**config.mk**
```make
export PLATFORM = sky130hd
export DESIGN_NAME = tuner_cfg_bank
export DESIGN_NICKNAME = d
export VERILOG_FILES = /design/src/tuner_cfg_pkg.sv /design/src/offset_word_gate.sv /design/src/tuner_cfg_bank.sv
export VERILOG_INCLUDE_DIRS = /design/src
export SDC_FILE = /design/constraint.sdc
export NUM_CORES = 1
export LEC_CHECK = 0
export BUFFER_PORTS_ARGS = -buffer_cell sky130_fd_sc_hd__buf_2
export CORE_AREA = 2 2 134 136
export CTS_BUF_LIST = sky130_fd_sc_hd__clkbuf_4 sky130_fd_sc_hd__clkbuf_8
export CTS_CLUSTER_DIAMETER = 30
export DETAILED_ROUTE_END_ITERATION = 7
export DIE_AREA = 0 0 136 138
export PLACE_DENSITY = 0.7
export SYNTH_ARGS = -nofsm -noshare
export SYNTH_HDL_FRONTEND = slang
export SYNTH_SLANG_ARGS = --single-unit
```
**constraint.sdc**
```tcl
create_clock -name clk -period 1.65 [get_ports clk]
set_input_delay 0.495 -clock clk [delete_from_list [all_inputs] [get_ports clk]]
set_output_delay 0.495 -clock clk [all_outputs]
set_load 0.03 [all_outputs]
```
**src/tuner_cfg_regs.svh**
```systemverilog
// Purpose: Register indices, field positions, masks and reset values of the tuner configuration bank
// Assumes: Index values are the destination addresses carried on the control bus
// Notes: Definitions only; included by bare name
`ifndef TUNER_CFG_REGS_SVH
`define TUNER_CFG_REGS_SVH

// ==================================================================
// Register indices (destination addresses)
`define IDX_DECIM_CFG 4'h5
`define IDX_CHIP_CFG 4'h6
`define IDX_PHASE_OFS 4'h7

// ==================================================================
// Writable field masks; reserved bits are dropped on write
`define DECIM_CFG_MASK 32'h007FFFFF
`define CHIP_CFG_BITS 15
`define PHASE_OFS_BITS 8

// ==================================================================
// Reset values
`define DECIM_CFG_RST 23'h000000
`define CHIP_CFG_RST 15'h0000
`define PHASE_OFS_RST 8'h00

// ==================================================================
// Field positions and widths
`define CC_CLEAR_BIT 14
`define PHASE_FRAC_BITS 24
`define SPH_BASE_BIT 24
`define LEVEL_BITS 10

`endif

```
**src/tuner_cfg_pkg.sv**
```systemverilog
// Purpose: Types shared by the tuner configuration bank
// Assumes: Field order matches the chip configuration word, bit 14 first
// Notes: Constants live in tuner_cfg_regs.svh
package tuner_cfg_pkg;

	// ==================================================================
	// Chip configuration word, bit 14 down to bit 0
	typedef struct packed {
		logic clear_acc;      // Bit 14
		logic sph_continuous; // Bit 13
		logic [1:0] sph_select; // Bits 12-11
		logic rsmp_load;      // Bit 10
		logic car_load;       // Bit 9
		logic rsmp_ofs_en;    // Bit 8
		logic car_ofs_en;     // Bit 7
		logic [1:0] rsmp_width; // Bits 6-5
		logic [1:0] car_width;  // Bits 4-3
		logic agc_err_sense;  // Bit 2
		logic agc_disable;    // Bit 1
		logic level_sense;    // Bit 0
	} chip_cfg_t;

	// ==================================================================
	// Hold-at-zero lines to each accumulator group
	typedef struct packed {
		logic carrier_nco;
		logic cic_integ;
		logic agc_loop;
		logic ser_shift_cnt;
		logic ser_clk;
		logic rsmp_divider;
	} clear_lines_t;

endpackage

```
**src/offset_word_gate.sv**
```systemverilog
// Purpose: Trims an offset frequency word to its programmed width and gates it off
// Assumes: Narrow words sit in the upper bits; lower bits are forced to zero
// Notes: One register stage; instantiated once per oscillator
module offset_word_gate (
	input wire logic clk,
	input wire logic nrst,
	input wire logic [1:0] width_sel,
	input wire logic enable,
	input wire logic [31:0] word_in,
	output logic [31:0] word_out
);
	logic [31:0] mask;

	// ==================================================================
	// Width mask: 00=8, 01=16, 10=24, 11=32 bits kept from the top
	always_comb begin
		unique case (width_sel)
			2'h0: mask = 32'hFF000000;
			2'h1: mask = 32'hFFFF0000;
			2'h2: mask = 32'hFFFFFF00;
			2'h3: mask = 32'hFFFFFFFF;
		endcase
	end

	// Disabled offset is a hard zero, not a stale word
	always_ff @(posedge clk or negedge nrst) begin
		if (!nrst) begin
			word_out <= 32'h00000000;
		end else begin
			word_out <= enable ? (word_in & mask) : 32'h00000000;
		end
	end
endmodule

```
**src/tuner_cfg_bank.sv**
```systemverilog
// Purpose: Chip configuration, phase offset and decimating filter registers of the tuner
// Assumes: Host writes whole words on cfg_we; all inputs are on clk
// Notes: Every output is a flop; settings act one edge after the write lands
`include "tuner_cfg_regs.svh"

module tuner_cfg_bank
	import tuner_cfg_pkg::*;
(
	input wire logic clk,
	input wire logic nrst,
	input wire logic cfg_we,
	input wire logic [3:0] cfg_addr,
	input wire logic [31:0] cfg_wdata,
	output logic [31:0] cfg_rdata,
	input wire logic [9:0] level_in,
	input wire logic [9:0] level_threshold,
	output logic level_compare_out,
	input wire logic [9:0] agc_mag_in,
	input wire logic [9:0] agc_threshold,
	output logic signed [1:0] agc_error,
	output logic agc_bypass,
	input wire logic [31:0] car_ofs_in,
	output logic [31:0] car_ofs_out,
	input wire logic [31:0] rsmp_ofs_in,
	output logic [31:0] rsmp_ofs_out,
	output logic car_feedback_en,
	output logic rsmp_feedback_en,
	input wire logic [31:0] rsmp_phase_acc,
	input wire logic output_data_valid,
	input wire logic sample_strobe_in,
	output logic [4:0] sample_phase_out,
	output logic sample_strobe,
	output clear_lines_t clear_lines,
	output logic [31:0] phase_offset_word,
	output logic [22:0] decim_cfg
);
	// ==================================================================
	// Register storage
	chip_cfg_t chip_cfg_r; // Chip configuration
	logic [7:0] phase_ofs_r; // Two's complement phase step
	logic [22:0] decim_cfg_r; // Filter settings, passed through
	logic [4:0] sph_window; // Selected phase window
	logic wr_decim;
	logic wr_chip;
	logic wr_phase;

	assign wr_decim = cfg_we && cfg_addr == `IDX_DECIM_CFG;
	assign wr_chip = cfg_we && cfg_addr == `IDX_CHIP_CFG;
	assign wr_phase = cfg_we && cfg_addr == `IDX_PHASE_OFS;

	// ==================================================================
	// Register writes; reserved bits never reach storage
	always_ff @(posedge clk or negedge nrst) begin
		if (!nrst) begin
			chip_cfg_r <= chip_cfg_t'(`CHIP_CFG_RST);
		end else if (wr_chip) begin
			chip_cfg_r <= chip_cfg_t'(cfg_wdata[`CHIP_CFG_BITS-1:0]);
		end
	end

	// Phase offset keeps only the low byte
	always_ff @(posedge clk or negedge nrst) begin
		if (!nrst) begin
			phase_ofs_r <= `PHASE_OFS_RST;
		end else if (wr_phase) begin
			phase_ofs_r <= cfg_wdata[`PHASE_OFS_BITS-1:0];
		end
	end

	// Filter word is stored for its owner block
	always_ff @(posedge clk or negedge nrst) begin
		if (!nrst) begin
			decim_cfg_r <= `DECIM_CFG_RST;
		end else if (wr_decim) begin
			decim_cfg_r <= 23'(cfg_wdata & `DECIM_CFG_MASK);
		end
	end

	// ==================================================================
	// Read back, one cycle after the address; unmapped reads zero
	always_ff @(posedge clk or negedge nrst) begin
		if (!nrst) begin
			cfg_rdata <= 32'h00000000;
		end else begin
			unique case (cfg_addr)
				`IDX_DECIM_CFG: cfg_rdata <= {9'h000, decim_cfg_r};
				`IDX_CHIP_CFG: cfg_rdata <= {17'h00000, chip_cfg_r};
				`IDX_PHASE_OFS: cfg_rdata <= {24'h000000, phase_ofs_r};
				default: cfg_rdata <= 32'h00000000;
			endcase
		end
	end

	// ==================================================================
	// Input level detector with selectable sense
	always_ff @(posedge clk or negedge nrst) begin
		if (!nrst) begin
			level_compare_out <= 1'b0;
		end else if (chip_cfg_r.level_sense) begin
			level_compare_out <= level_in > level_threshold;
		end else begin
			level_compare_out <= level_in <= level_threshold;
		end
	end

	// Gain loop error sign; +1 is 2'sb01, -1 is 2'sb11
	always_ff @(posedge clk or negedge nrst) begin
		if (!nrst) begin
			agc_error <= 2'sh1;
		end else if ((agc_mag_in > agc_threshold) == chip_cfg_r.agc_err_sense) begin
			agc_error <= 2'sh1;
		end else begin
			agc_error <= -2'sh1;
		end
	end

	// Bypass tells the gain stage to hold unity (0 dB)
	always_ff @(posedge clk or negedge nrst) begin
		if (!nrst) begin
			agc_bypass <= 1'b0;
		end else begin
			agc_bypass <= chip_cfg_r.agc_disable;
		end
	end

	// ==================================================================
	// Offset word trimming, one instance per oscillator
	offset_word_gate u_car_gate (
		.clk(clk),
		.nrst(nrst),
		.width_sel(chip_cfg_r.car_width),
		.enable(chip_cfg_r.car_ofs_en),
		.word_in(car_ofs_in),
		.word_out(car_ofs_out)
	);

	offset_word_gate u_rsmp_gate (
		.clk(clk),
		.nrst(nrst),
		.width_sel(chip_cfg_r.rsmp_width),
		.enable(chip_cfg_r.rsmp_ofs_en),
		.word_in(rsmp_ofs_in),
		.word_out(rsmp_ofs_out)
	);

	// Accumulator feedback enables; zero means the accumulator only loads
	always_ff @(posedge clk or negedge nrst) begin
		if (!nrst) begin
			car_feedback_en <= 1'b0;
			rsmp_feedback_en <= 1'b0;
		end else begin
			car_feedback_en <= chip_cfg_r.car_load;
			rsmp_feedback_en <= chip_cfg_r.rsmp_load;
		end
	end

	// ==================================================================
	// Sample phase window: code slides the five-bit slice up by one
	always_comb begin
		unique case (chip_cfg_r.sph_select)
			2'h0: sph_window = rsmp_phase_acc[28:24];
			2'h1: sph_window = rsmp_phase_acc[29:25];
			2'h2: sph_window = rsmp_phase_acc[30:26];
			2'h3: sph_window = rsmp_phase_acc[31:27];
		endcase
	end

	// Gated mode holds the pins between valid samples
	always_ff @(posedge clk or negedge nrst) begin
		if (!nrst) begin
			sample_phase_out <= 5'h00;
			sample_strobe <= 1'b0;
		end else if (chip_cfg_r.sph_continuous || output_data_valid) begin
			sample_phase_out <= sph_window;
			sample_strobe <= sample_strobe_in;
		end
	end

	// ==================================================================
	// Clear is a level: held as long as the bit stays 1
	always_ff @(posedge clk or negedge nrst) begin
		if (!nrst) begin
			clear_lines <= '0;
		end else begin
			clear_lines <= {6{chip_cfg_r.clear_acc}};
		end
	end

	// Phase step: 2^32 is a full turn, so n/128 of pi is n << 24
	always_ff @(posedge clk or negedge nrst) begin
		if (!nrst) begin
			phase_offset_word <= 32'h00000000;
		end else begin
			phase_offset_word <= {phase_ofs_r, 24'h000000};
		end
	end

	// Filter settings leave through a flop like every other output
	always_ff @(posedge clk or negedge nrst) begin
		if (!nrst) begin
			decim_cfg <= `DECIM_CFG_RST;
		end else begin
			decim_cfg <= decim_cfg_r;
		end
	end
endmodule

```
# --- Word level (Yosys, flattened, before mapping) ---
# Index checks and enable logic that the tools add are counted.
totals:
  inputBits: 177
  reg_bits: 186
  elab_cells: 60
op_classes:
  eq_ne: 13
  reduce_logical: 7
  mux: 8
  bitwise_logic: 2
  order_cmp: 3
op_table:
  columns: ["cell", "n"]
  rows:
  - ["32-bit one-hot mux with 4 select lines", 2]
  - ["23-bit one-hot mux with 3 select lines", 1]
  - ["32-bit AND", 2]
  - ["32-bit two-way mux", 2]
  - ["10-bit > comparator", 2]
  - ["5-bit one-hot mux with 4 select lines", 1]
  - ["2-bit == test (second input constant)", 6]
  - ["4-bit by 3-bit == test with 1-bit output (second input constant)", 3]
  - ["10-bit <= comparator", 1]
  - ["2-bit by 1-bit == test with 1-bit output (second input constant)", 3]
  - ["2-bit zero test", 3]
  - ["1-bit logical AND", 3]
  - ["2-bit two-way mux", 1]
  - ["1-bit == test", 1]
  - ["1-bit logical OR", 1]
  - ["1-bit two-way mux", 1]

# --- Logic depth before layout (Yosys ltp) ---
# Gate-level depths: netlist of run 1.
depth:
  word_depth: 4
  ltp_mapped: 6
  ltp_nobuf: 6

# --- By module ---
# Synthesis of run 1 repeated with hierarchy kept, for this count alone.
hier_totals:
  cells_unflattened: 492
  area_unflattened_um2: 7036.7
modules_own_cells:
  columns: ["mod", "seq_area_each_um2", "area_per_inst_um2", "n_inst", "cells_per_inst"]
  rows:
  - ["tuner_cfg_bank", 2802.7, 4857.2, 1, 352]
  - ["offset_word_gate", 800.8, 1089.8, 2, 70]

# --- Least setup slack after synthesis of run 1 ---
# No wires, ideal clock.
synth_timing:
  path_kind: "input port to flip-flop"
  startpoint: "input port level_threshold[9]"
  endpoint: "register level_compare_out"
  setup_time_ns: 0.094
  arrival_ns: 1.768
  n_path_buf: 0
  path_stages: 6
  required_ns: 1.556
  setup_slack_ns: -0.212
  path_cell_list: "inv_1 -> ha_1 -> and4_1 -> o211a_1 -> or4_1 -> a211oi_1"
synth_between:
  elab_chain_len: 2
synth_lines:
  columns: ["item", "line", "source"]
  rows:
  - ["start: declaration", "tuner_cfg_bank.sv:16", "input wire logic [9:0] level_threshold,"]
  - ["10-bit <= comparator / 10-bit > comparator (equally long branches)", "tuner_cfg_bank.sv:102, tuner_cfg_bank.sv:100", null]
  - ["1-bit two-way mux *", "tuner_cfg_bank.sv:99", "end else if (chip_cfg_r.level_sense) begin"]
  - ["end signal: assignment", "tuner_cfg_bank.sv:100", "level_compare_out <= level_in > level_threshold;"]
  - ["end signal: assignment", "tuner_cfg_bank.sv:102", "level_compare_out <= level_in <= level_threshold;"]
  - ["end: declaration", "tuner_cfg_bank.sv:17", "output logic level_compare_out,"]
# Mark *: on every way between the ends. The rest lies on a longest branch, timed or not.
# A chain may end at the register's enable or synchronous reset.

# --- Final worst setup path of run 1 ---
layout_timing:
  startpoint: "input port level_threshold[6]"
  endpoint: "register level_compare_out"
# Same word-level chain as after synthesis.

==> run metrics, run 1 <==
result of the run=finished with violations; failing checks=negative setup slack; unrepaired setup endpoints after global routing=true; cell at the root of the clock tree=clkbuf_8; Worst Setup Path Type=in2reg; maximum number of pins on one net before global-route repair=41; via count of the first global-routing pass=4696; total clock buffers created by CTS=17; Layout Nets=983; Core Rows=49; Area contributors post-synth=dfrtp_1 65%, mux2_2 8.3%, buf_4 4.4%; Min-Delay Path Class=in2reg; first-pass GRT wire length=23700 um; area growth from synthesis to final layout=32.7%; DRC violations left=0; drt initial violations=174; total gr overflow=0; post-synth cell types=41; max-slew violation count=0; share of Yosys cell area claimed by the top area cell type=65.1%; WP data required=2020 ps; total count of hold-check failures in the final report=0; fraction of final layout cells with drive strength greater than 1=50.4%; total power per unit cell area=1220 mW/mm2; cell area after technology mapping=0.00676 mm2; final routed wire length divided by cell count=15.0 um; number of flip-flops and latches in the synthesized netlist=176; Final ANT Viol Nets=0; data arrival at the endpoint of the critical path=2030 ps; antenna violations before repair=2; highest net fanout along the worst path=2; Vias per Instance=4.52; LEAKAGE=0.00503 uW; Final setup violation count=1; total number of H-tree levels=4; Final TNS setup=-8.00 ps; share of synthesized area occupied by flip-flops and latches=65.1%; fmax=603 MHz; Filler cells=1571; die extent in x=136 um; worst vdd rail ir drop=586 uV; final core utilization=51.2%; DR pass1 iterations=7; Tmin final=1660 ps; CTS tree=yes; vertical extent of the die=138 um; effective utilization at floorplan=38.6%; area of the die=0.0188 mm2; clock sinks=176; io pins=346; share of the cycle needed by the critical path after routing=100%; setup slack of the critical path after layout=-8.00 ps; clock latency at the later pin of the worst-skew pair=450 ps; number of synthesis warnings=0; CORE AREA=0.0175 mm2; average instance area after synthesis=13.8 um2; Syn Inst Count=491; routability cong.=0.790; drt total wl=15500 um; top_reg_cell synth=dfrtp_1; vias after detailed routing=4647; hpwl dp=12000 um; Final Skew=10.5 ps; global router's overall resource usage=16.4%; CTS clock-pin slew for the worst setup and hold paths=100 ps; kind of end point of the critical path=flop; clock tree buffer depth=2; top cell type by total area after synthesis=dfrtp_1; port buffer count=278; max-cap check violation count=0; type of element launching the critical path=primary input; Async S/R FF share, synth=100%; number of enable flip-flop cells after synthesis=0
[cell type report]
class                           count  area [um2]  share of cell area [%]
Sequential cell                   176        4410                    49.1
Multi-Input combinational cell    261        2130                    23.7
Timing Repair Buffer              301        1660                    18.5
Tap cell                          229         287                    3.19
Clock buffer                       20         256                    2.86
Inverter                           29         126                    1.41
Clock inverter                     12         103                    1.14
Antenna cell                        1        2.50                  0.0279
[routing by layer]
metal  track usage, %  share of wire (%)  vias to the layer above  routed length, um
li1                 -                  -                     2186                  -
met1             17.7                 37                     2239               5710
met2             29.7                 53                      202               8130
met3             5.87                8.7                       18               1350
met4             5.32                1.7                        2                266
met5                0              0.084                        -                 13
[report_power, final]
part           leakage [uW]  internal [uW]  switching [uW]
clock              0.000179           1130            1590
combinational       0.00258            974            1800
sequential          0.00227           5010             405
total               0.00503           7120            3800
[registers in the layout, summed over array words and instances, names as in the netlist]
signal / flops
decim_cfg: 23
phase_ofs_r: 8
u_car_gate.word_out: 32
rsmp_feedback_en: 1
chip_cfg_r: 15
decim_cfg_r: 23
sample_phase_out: 5
phase_offset_word: 8
clear_lines: 1
agc_error: 1
car_feedback_en: 1
level_compare_out: 1
u_rsmp_gate.word_out: 32
cfg_rdata: 23
agc_bypass: 1
sample_strobe: 1
[through the flow]
stage          setup WS [ps]  instances  hold WS [ps]  total power, uW  area, um2
6_report               -8.00       1029           254            10900       8970
4_1_cts                 12.6       1028           218            11100       8960
3_5_place_dp            -462        995           373             8320       8590
2_1_floorplan           -209        523           199             7330       7020
5_1_grt                -9.29       1028           219            11500       8970
3_3_place_gp            -449        995           368             8260       8590
[kinds of logic (layout without fill, tap and decap cells)]
family,Yosys count,after routing,synth area share (%)
flops,176,176,65.1
compound gates,42,42,4.66
buf+inv,86,362,7.09
fa+ha+maj,20,20,3.70
other cells,2,35,0.111
simple gates,106,106,9.61
mux,59,59,9.68
[critical path, stage by stage]
cell	delay, ps
clkbuf_4	160
inv_12	30
ha_4	230
and4_1	220
o211a_1	150
or4_1	540
a211oi_2	220
[cells in the mapped netlist (5+ instances only)]
cell type,instances
dfrtp_1,176
mux2_2,50
and2_1,40
buf_4,40
and3_1,32
inv_1,29
ha_1,20
clkbuf_1,12
nand2_1,12
a222oi_1,8
mux2i_1,8
o21ai_0,8
a21oi_1,7
a22o_1,7
buf_2,5
[cell usage in the layout, fill, tap and decap left out, types with 4 or more instances in the layout]
cell type	Yosys	routed
conb_1	2	34
buf_12	0	7
a22o_1	7	7
inv_1	29	22
inv_6	0	4
buf_2	5	276
dfrtp_1	176	175
nand4_1	4	4
mux2_2	50	50
a21oi_1	7	7
ha_1	20	10
o21ai_0	8	8
clkbuf_8	0	17
inv_2	0	4
clkbuf_4	0	4
ha_4	0	10
buf_4	40	15
a222oi_1	8	8
and2_1	40	40
mux2i_1	8	8
and3_1	32	32
nand2_1	12	12
[timing repair]
| item | CTS | global route |
|---|---|---|
| endpoints found under the setup margin | 0 | 7 |
| hold buffers | 1 | 0 |
| setup buffers | 0 | 0 |
| endpoints found under the hold margin | 29 | 0 |
| gates resized for setup | 0 | 3 |
[final timing paths]
kind	from	cells past startpoint	to	slack [ps]
setup / recovery	level_threshold[6]	7	level_compare_out	-8
hold / removal	car_ofs_in[21]	2	u_car_gate.word_out[21]	250
setup reg to reg	chip_cfg_r[12]	3	sample_phase_out[2]	340
hold reg to reg	decim_cfg_r[16]	0	decim_cfg[16]	390
max in group asynchronous	nrst	3	sample_phase_out[3]	620
min in group asynchronous	nrst	2	u_car_gate.word_out[20]	490
(Power assumes the default switching activity.)
==> run 2: changes to the inputs <==
- CELL_PAD_IN_SITES_DETAIL_PLACEMENT: not set -> 2
- CELL_PAD_IN_SITES_GLOBAL_PLACEMENT: not set -> 2
- CORE_AREA: 2 2 134 136 -> not set
- CORE_MARGIN: not set -> 2
- CORE_UTILIZATION: not set -> 29
- DIE_AREA: 0 0 136 138 -> not set
- HOLD_SLACK_MARGIN: not set -> 0.06
- PLACE_DENSITY: 0.7 -> not set
- PLACE_DENSITY_LB_ADDON: not set -> 0.1
- SKIP_LAST_GASP: not set -> 1
==> run metrics, run 2 (synthesis gave the netlist of run 1 again) <==
effective utilization at floorplan=29.7% (was 38.6%); crit path launch=level_threshold[6] (unchanged); DR pass1 iterations=4 (was 7); routability cong.=0.733 (was 0.790); instance area at placement=0.00871 mm2 (was 0.00859 mm2); data arrival at the endpoint of the critical path=2050 ps (was 2030 ps); total clock buffers created by CTS=17 (unchanged); leading cell type in the layout, fill and taps excluded=buf_2 (unchanged); CORE AREA=0.0228 mm2 (was 0.0175 mm2); Min-Delay Path Class=in2reg (unchanged); clock sinks=176 (unchanged); clock tree buffer depth=2 (unchanged); Core Rows=55 (was 49); io pins=346 (unchanged); result of the run=finished with violations (unchanged); Layout Nets=989 (was 983); Final setup violation count=1 (unchanged); Final ANT Viol Nets=0 (unchanged); die extent in x=157 um (was 136 um); first-pass GRT wire length=30200 um (was 23700 um); port buffer count=278 (unchanged); worst flop-to-flop path endpoint=u_car_gate.word_out[6] (was sample_phase_out[2]); worst vdd rail ir drop=440 uV (was 586 uV); number of post-CTS setup repair buffers=0 (unchanged); most frequent cells in the layout=270 x buf_2, 175 x dfrtp_1, 50 x mux2_2 (was 276 x buf_2, 175 x dfrtp_1, 50 x mux2_2); vias after detailed routing=4824 (was 4647); antenna violations before repair=5 (was 2); timing endpoint of the critical path=level_compare_out (unchanged); share of the cycle needed by the critical path after routing=101% (was 100%); Tmin final=1660 ps (about the same); drt total wl=19800 um (was 15500 um); setup slack of the worst register-to-register path=270 ps (was 340 ps); final routed wire length divided by cell count=17.6 um (was 15.0 um); total power=11300 uW (was 10900 uW); area of the die=0.0245 mm2 (was 0.0188 mm2); total power per unit cell area=1230 mW/mm2 (was 1220 mW/mm2); unrepaired setup endpoints after global routing=true (unchanged); maximum number of pins on one net before global-route repair=47 (was 41); Filler cells=2389 (was 1571); WP data required=2030 ps (was 2020 ps); drt initial violations=132 (was 174); R2R depth=2 (was 3); total gr overflow=0 (unchanged); total count of hold-check failures in the final report=0 (unchanged); area of all placed cells without fillers=0.00915 mm2 (was 0.00897 mm2); clock latency at the later pin of the worst-skew pair=460 ps (was 450 ps); setup slack of the critical path after layout=-13.6 ps (was -8.00 ps); CTS clock-pin slew for the worst setup and hold paths=110 ps (was 100 ps); highest net fanout along the worst path=2 (unchanged); Worst Setup Path Type=in2reg (unchanged); global router's overall resource usage=16.2% (was 16.4%); fmax=601 MHz (was 603 MHz); CTS tree=yes (unchanged); total number of H-tree levels=4 (unchanged); biggest regs=u_car_gate.word_out x32, u_rsmp_gate.word_out x32 (unchanged); area growth from synthesis to final layout=35.4% (was 32.7%); DRC violations left=0 (unchanged); fraction of final layout cells with drive strength greater than 1=50.8% (was 50.4%); kind of end point of the critical path=flop (unchanged); actual slew at the worst max-slew pin=551 ps; launch instance of the worst register-to-register path=chip_cfg_r[7] (was chip_cfg_r[12]); LEAKAGE=0.00506 uW (was 0.00503 uW); Vias per Instance=4.30 (was 4.52); max-slew violation count=0 (unchanged); worst rel slew slack=63.2%; footprint of the flip-flops and latches=0.00441 mm2 (unchanged); hold_ws=230 ps (was 254 ps); failing checks=negative setup slack (unchanged); cell at the root of the clock tree=clkbuf_8 (unchanged); hpwl dp=15500 um (was 12000 um); vertical extent of the die=157 um (was 138 um); footprint of the multi-input gates=0.00213 mm2 (unchanged); type of element launching the critical path=primary input (unchanged); Final TNS setup=-13.6 ps (was -8.00 ps); via count of the first global-routing pass=5328 (was 4696); Final Skew=14.3 ps (was 10.5 ps); max-cap check violation count=0 (unchanged)
run 2: cell count changes in the layout (fill, tap and decap cells not counted), sizes merged:
cell / delta
inv: +1
clkbuf: -2
clkinv: +2
buf: +6
clkinvlp: -1
diode: +2
run 2: area by class of cell:
cell class              count  area share [%]
diodes                      3          0.0820
clock buffers              18            2.71
clock inverters            14            1.61
inverters                  29            1.38
multi-input cells         261            23.2
flip-flops and latches    176            48.1
well taps                 313            4.28
repair buffers            307            18.6
run 2: power by group:
part           internal (uW)  switching, uW
combinational            993           1850
clock                   1170           1790
sequential              5010            463
run 2: critical path, stage by stage:
cell and delay, ps:
clkbuf_4 150, inv_12 30, ha_4 220, and4_1 210
o211a_1 140, or4_1 550, a211oi_2 240
run 2: how the worst min path moves through the flow:
| stage | startpoint | end | slack (ps) | depth (start not counted) |
|---|---|---|---|---|
| 2_1_floorplan | nrst | agc_bypass | 200 | 0 |
| 3_3_place_gp | decim_cfg_r[19] | decim_cfg[19] | 370 | 0 |
| 3_5_place_dp | decim_cfg_r[18] | decim_cfg[18] | 380 | 0 |
| 4_1_cts | rsmp_ofs_in[20] | u_rsmp_gate.word_out[20] | 190 | 2 |
| 5_1_grt | rsmp_ofs_in[20] | u_rsmp_gate.word_out[20] | 180 | 2 |
| 6_report | rsmp_ofs_in[20] | u_rsmp_gate.word_out[20] | 230 | 2 |
run 2: through the flow:
stage | setup WS (ps) | instances | util (%)
finish | -13.6 | 1121 | 40.2
CTS | -29.0 | 1118 | 40.0
detailed placement | -483 | 1085 | 38.3
global placement | -483 | 1085 | 38.3
floorplan | -209 | 523 | -
global route | -38.4 | 1118 | 40.1
run 2: per-layer routing:
| layer | track usage (%) | part of all wire (%) | vias to the layer above | routed length [um] |
|---|---|---|---|---|
| met5 | 0 | 0.16 | - | 32 |
| met3 | 6.48 | 8.9 | 16 | 1750 |
| met2 | 27.7 | 50 | 206 | 9890 |
| li1 | - | - | 2204 | - |
| met4 | 4.33 | 1.1 | 4 | 212 |
| met1 | 19.0 | 40 | 2394 | 7890 |
run 2: timing repair:
action	CTS	global route
hold endpoints to repair	26	0
endpoints found under the setup margin	6	7
hold buffers	1	0
resized for setup	1	13
==> run 3: changes to the inputs <==
- RECOVER_POWER: not set -> 50
- SETUP_SLACK_MARGIN: not set -> 0.15
==> run metrics, run 3 (synthesis gave the netlist of run 1 again) <==
Net Sw Frac=35.5% (was 36.3%); data arrival at the endpoint of the critical path=1110 ps (was 2050 ps); clock sinks=176 (unchanged); maximum single-stage delay on the critical path=460 ps (was 550 ps); leading cell type in the layout, fill and taps excluded=dfrtp_1 (was buf_2); Core Rows=55 (unchanged); DRC violations left=0 (unchanged); Placed Cells=1076 (was 1085); WHS Path Cells=2 (unchanged); drt initial violations=165 (was 132); hold_ws=226 ps (was 230 ps); biggest regs=u_car_gate.word_out x32, u_rsmp_gate.word_out x32 (unchanged); fraction of final layout cells with drive strength greater than 1=51.9% (was 50.8%); Vias per Instance=4.35 (was 4.30); worst rel slew slack=50.3% (was 63.2%); buffers plus inverters on the worst setup path=1 (was 2); design internal power=7680 uW (was 7180 uW); final cell count without fillers=1114 (was 1121); total gr overflow=0 (unchanged); effective utilization at floorplan=29.7% (unchanged); Final Skew=20.1 ps (was 14.3 ps); fmax=622 MHz (was 601 MHz); die extent in x=157 um (unchanged); CTS clock-pin slew for the worst setup and hold paths=110 ps (about the same); drt total wl=20000 um (was 19800 um); Final TNS setup=0 ps (was -13.6 ps); Layout Nets=982 (was 989); hold endpoint=u_rsmp_gate.word_out[21] (was u_rsmp_gate.word_out[20]); total number of H-tree levels=4 (unchanged); most frequent cells in the layout=175 x dfrtp_1, 140 x buf_2, 133 x buf_6 (was 270 x buf_2, 175 x dfrtp_1, 50 x mux2_2); kind of end point of the critical path=output pin (was flop); Slowest cell on crit path=dfrtp_2 (was or4_1); total clock buffers created by CTS=17 (unchanged); total power per unit cell area=1190 mW/mm2 (was 1230 mW/mm2); max-slew violation count=0 (unchanged); area of all placed cells without fillers=0.00996 mm2 (was 0.00915 mm2); part of the total power dissipated in sequential elements=46.9% (was 48.6%); Min-Delay Path Class=in2reg (unchanged); first-pass GRT wire length=30600 um (was 30200 um); port buffer count=278 (unchanged); cell at the root of the clock tree=clkbuf_8 (unchanged); Worst Min Path Start=rsmp_ofs_in[21] (was rsmp_ofs_in[20]); R2R depth=3 (was 2); antenna violations before repair=4 (was 5); routability cong.=0.707 (was 0.733); worst flop-to-flop path endpoint=cfg_rdata[7] (was u_car_gate.word_out[6]); area of the die=0.0245 mm2 (unchanged); maximum number of pins on one net before global-route repair=46 (was 47); CTS tree=yes (unchanged); highest net fanout along the worst path=6 (was 2); Final setup violation count=0 (was 1); total power=11900 uW (was 11300 uW); vias after detailed routing=4847 (was 4824); global router's overall resource usage=16.5% (was 16.2%); max-cap check violation count=0 (unchanged); clock latency at the later pin of the worst-skew pair=470 ps (was 460 ps); part of the total power dissipated in combinational logic=28.5% (was 25.2%); part of the power in the clock network=24.6% (was 26.3%); launch instance of the worst register-to-register path=chip_cfg_r[7] (unchanged); vertical extent of the die=157 um (unchanged); result of the run=finished, final reports clean (was finished with violations); Tmin final=1610 ps (was 1660 ps); hpwl dp=15200 um (was 15500 um); Worst Setup Path Type=reg2out (was in2reg); area growth from synthesis to final layout=47.4% (was 35.4%); final routed wire length divided by cell count=17.9 um (was 17.6 um); share of the cycle needed by the critical path after routing=97.5% (was 101%); instance area at placement=0.00874 mm2 (was 0.00871 mm2); actual slew at the worst max-slew pin=744 ps (was 551 ps); setup slack of the worst register-to-register path=290 ps (was 270 ps); type of element launching the critical path=flop (was primary input); sw power=4230 uW (was 4100 uW); LEAKAGE=0.00517 uW (was 0.00506 uW); WP data required=1150 ps (was 2030 ps); CORE AREA=0.0228 mm2 (unchanged); unrepaired setup endpoints after global routing=true (unchanged); clock tree buffer depth=2 (unchanged); io pins=346 (unchanged); total count of hold-check failures in the final report=0 (unchanged); DR pass1 iterations=7 (was 4); Final ANT Viol Nets=0 (unchanged); cells traversed along the worst timing path=buf_4 (was clkbuf_4 -> inv_12 -> ha_4 -> and4_1 -> o211a_1 -> or4_1 -> a211oi_2); via count of the first global-routing pass=5477 (was 5328); cell class contributing the biggest share of worst-path delay=flip-flops (was simple AND/OR/NAND/NOR gates); Filler cells=2311 (was 2389); worst vdd rail ir drop=501 uV (was 440 uV)
## run 3: power by group through the flow
| stage | clock network, uW | logic (uW) | registers (uW) |
|---|---|---|---|
| floorplan | 0 | 1050 | 6300 |
| global placement | 0 | 2830 | 5500 |
| detailed placement | 0 | 2900 | 5570 |
| CTS | 3080 | 3470 | 5600 |
| global route | 3240 | 3640 | 5690 |
| finish | 2930 | 3390 | 5580 |
## run 3: metal layers
| layer | share of wire (%) | GRT usage (%) | vias to the layer above | wire length (um) |
|---|---|---|---|---|
| met5 | 0.065 | 0 | - | 13 |
| met4 | 1.2 | 4.63 | 2 | 235 |
| met3 | 8.4 | 6.45 | 19 | 1670 |
| met2 | 53 | 29.8 | 207 | 10500 |
| met1 | 38 | 17.9 | 2433 | 7550 |
| li1 | - | - | 2186 | - |
## run 3: final cells by class
class                   instances  area [um2]  share of cell area, %
flip-flops and latches        176        4410                   44.2
inverters                      29         144                   1.44
diodes                          3        7.51                 0.0753
clock buffers                  17         234                   2.35
well taps                     313         392                   3.93
repair buffers                300        2400                   24.1
clock inverters                15         166                   1.67
multi-input cells             261        2210                   22.2
## run 3: how the worst max path moves through the flow
stage                             from  slack [ps]           endpoint  cells past startpoint
finish                  clear_lines[3]          40     clear_lines[0]                      1
CTS                     clear_lines[3]          -7     clear_lines[0]                      1
global route            clear_lines[3]         -30     clear_lines[0]                      1
floorplan           level_threshold[6]        -210  level_compare_out                      6
global placement    level_threshold[6]        -440  level_compare_out                      7
detailed placement  level_threshold[6]        -510  level_compare_out                      7
## run 3: metrics by stage
| step | setup slack, ps | utilization [%] |
|---|---|---|
| after floorplan | -209 | - |
| after global routing | -29.7 | 43.7 |
| final | 41.5 | 43.7 |
| after global placement | -441 | 38.4 |
| after CTS | -6.60 | 43.9 |
| after detailed placement | -507 | 38.4 |
## run 3: what timing repair did
| item | CTS | global route |
|---|---|---|
| endpoints found under the hold margin | 18 | 0 |
| resized for setup | 269 | 4 |
| setup buffers | 1 | 1 |
| pin swaps | 2 | 2 |
| setup endpoints to repair | 136 | 136 |
| hold buffers | 1 | 0 |
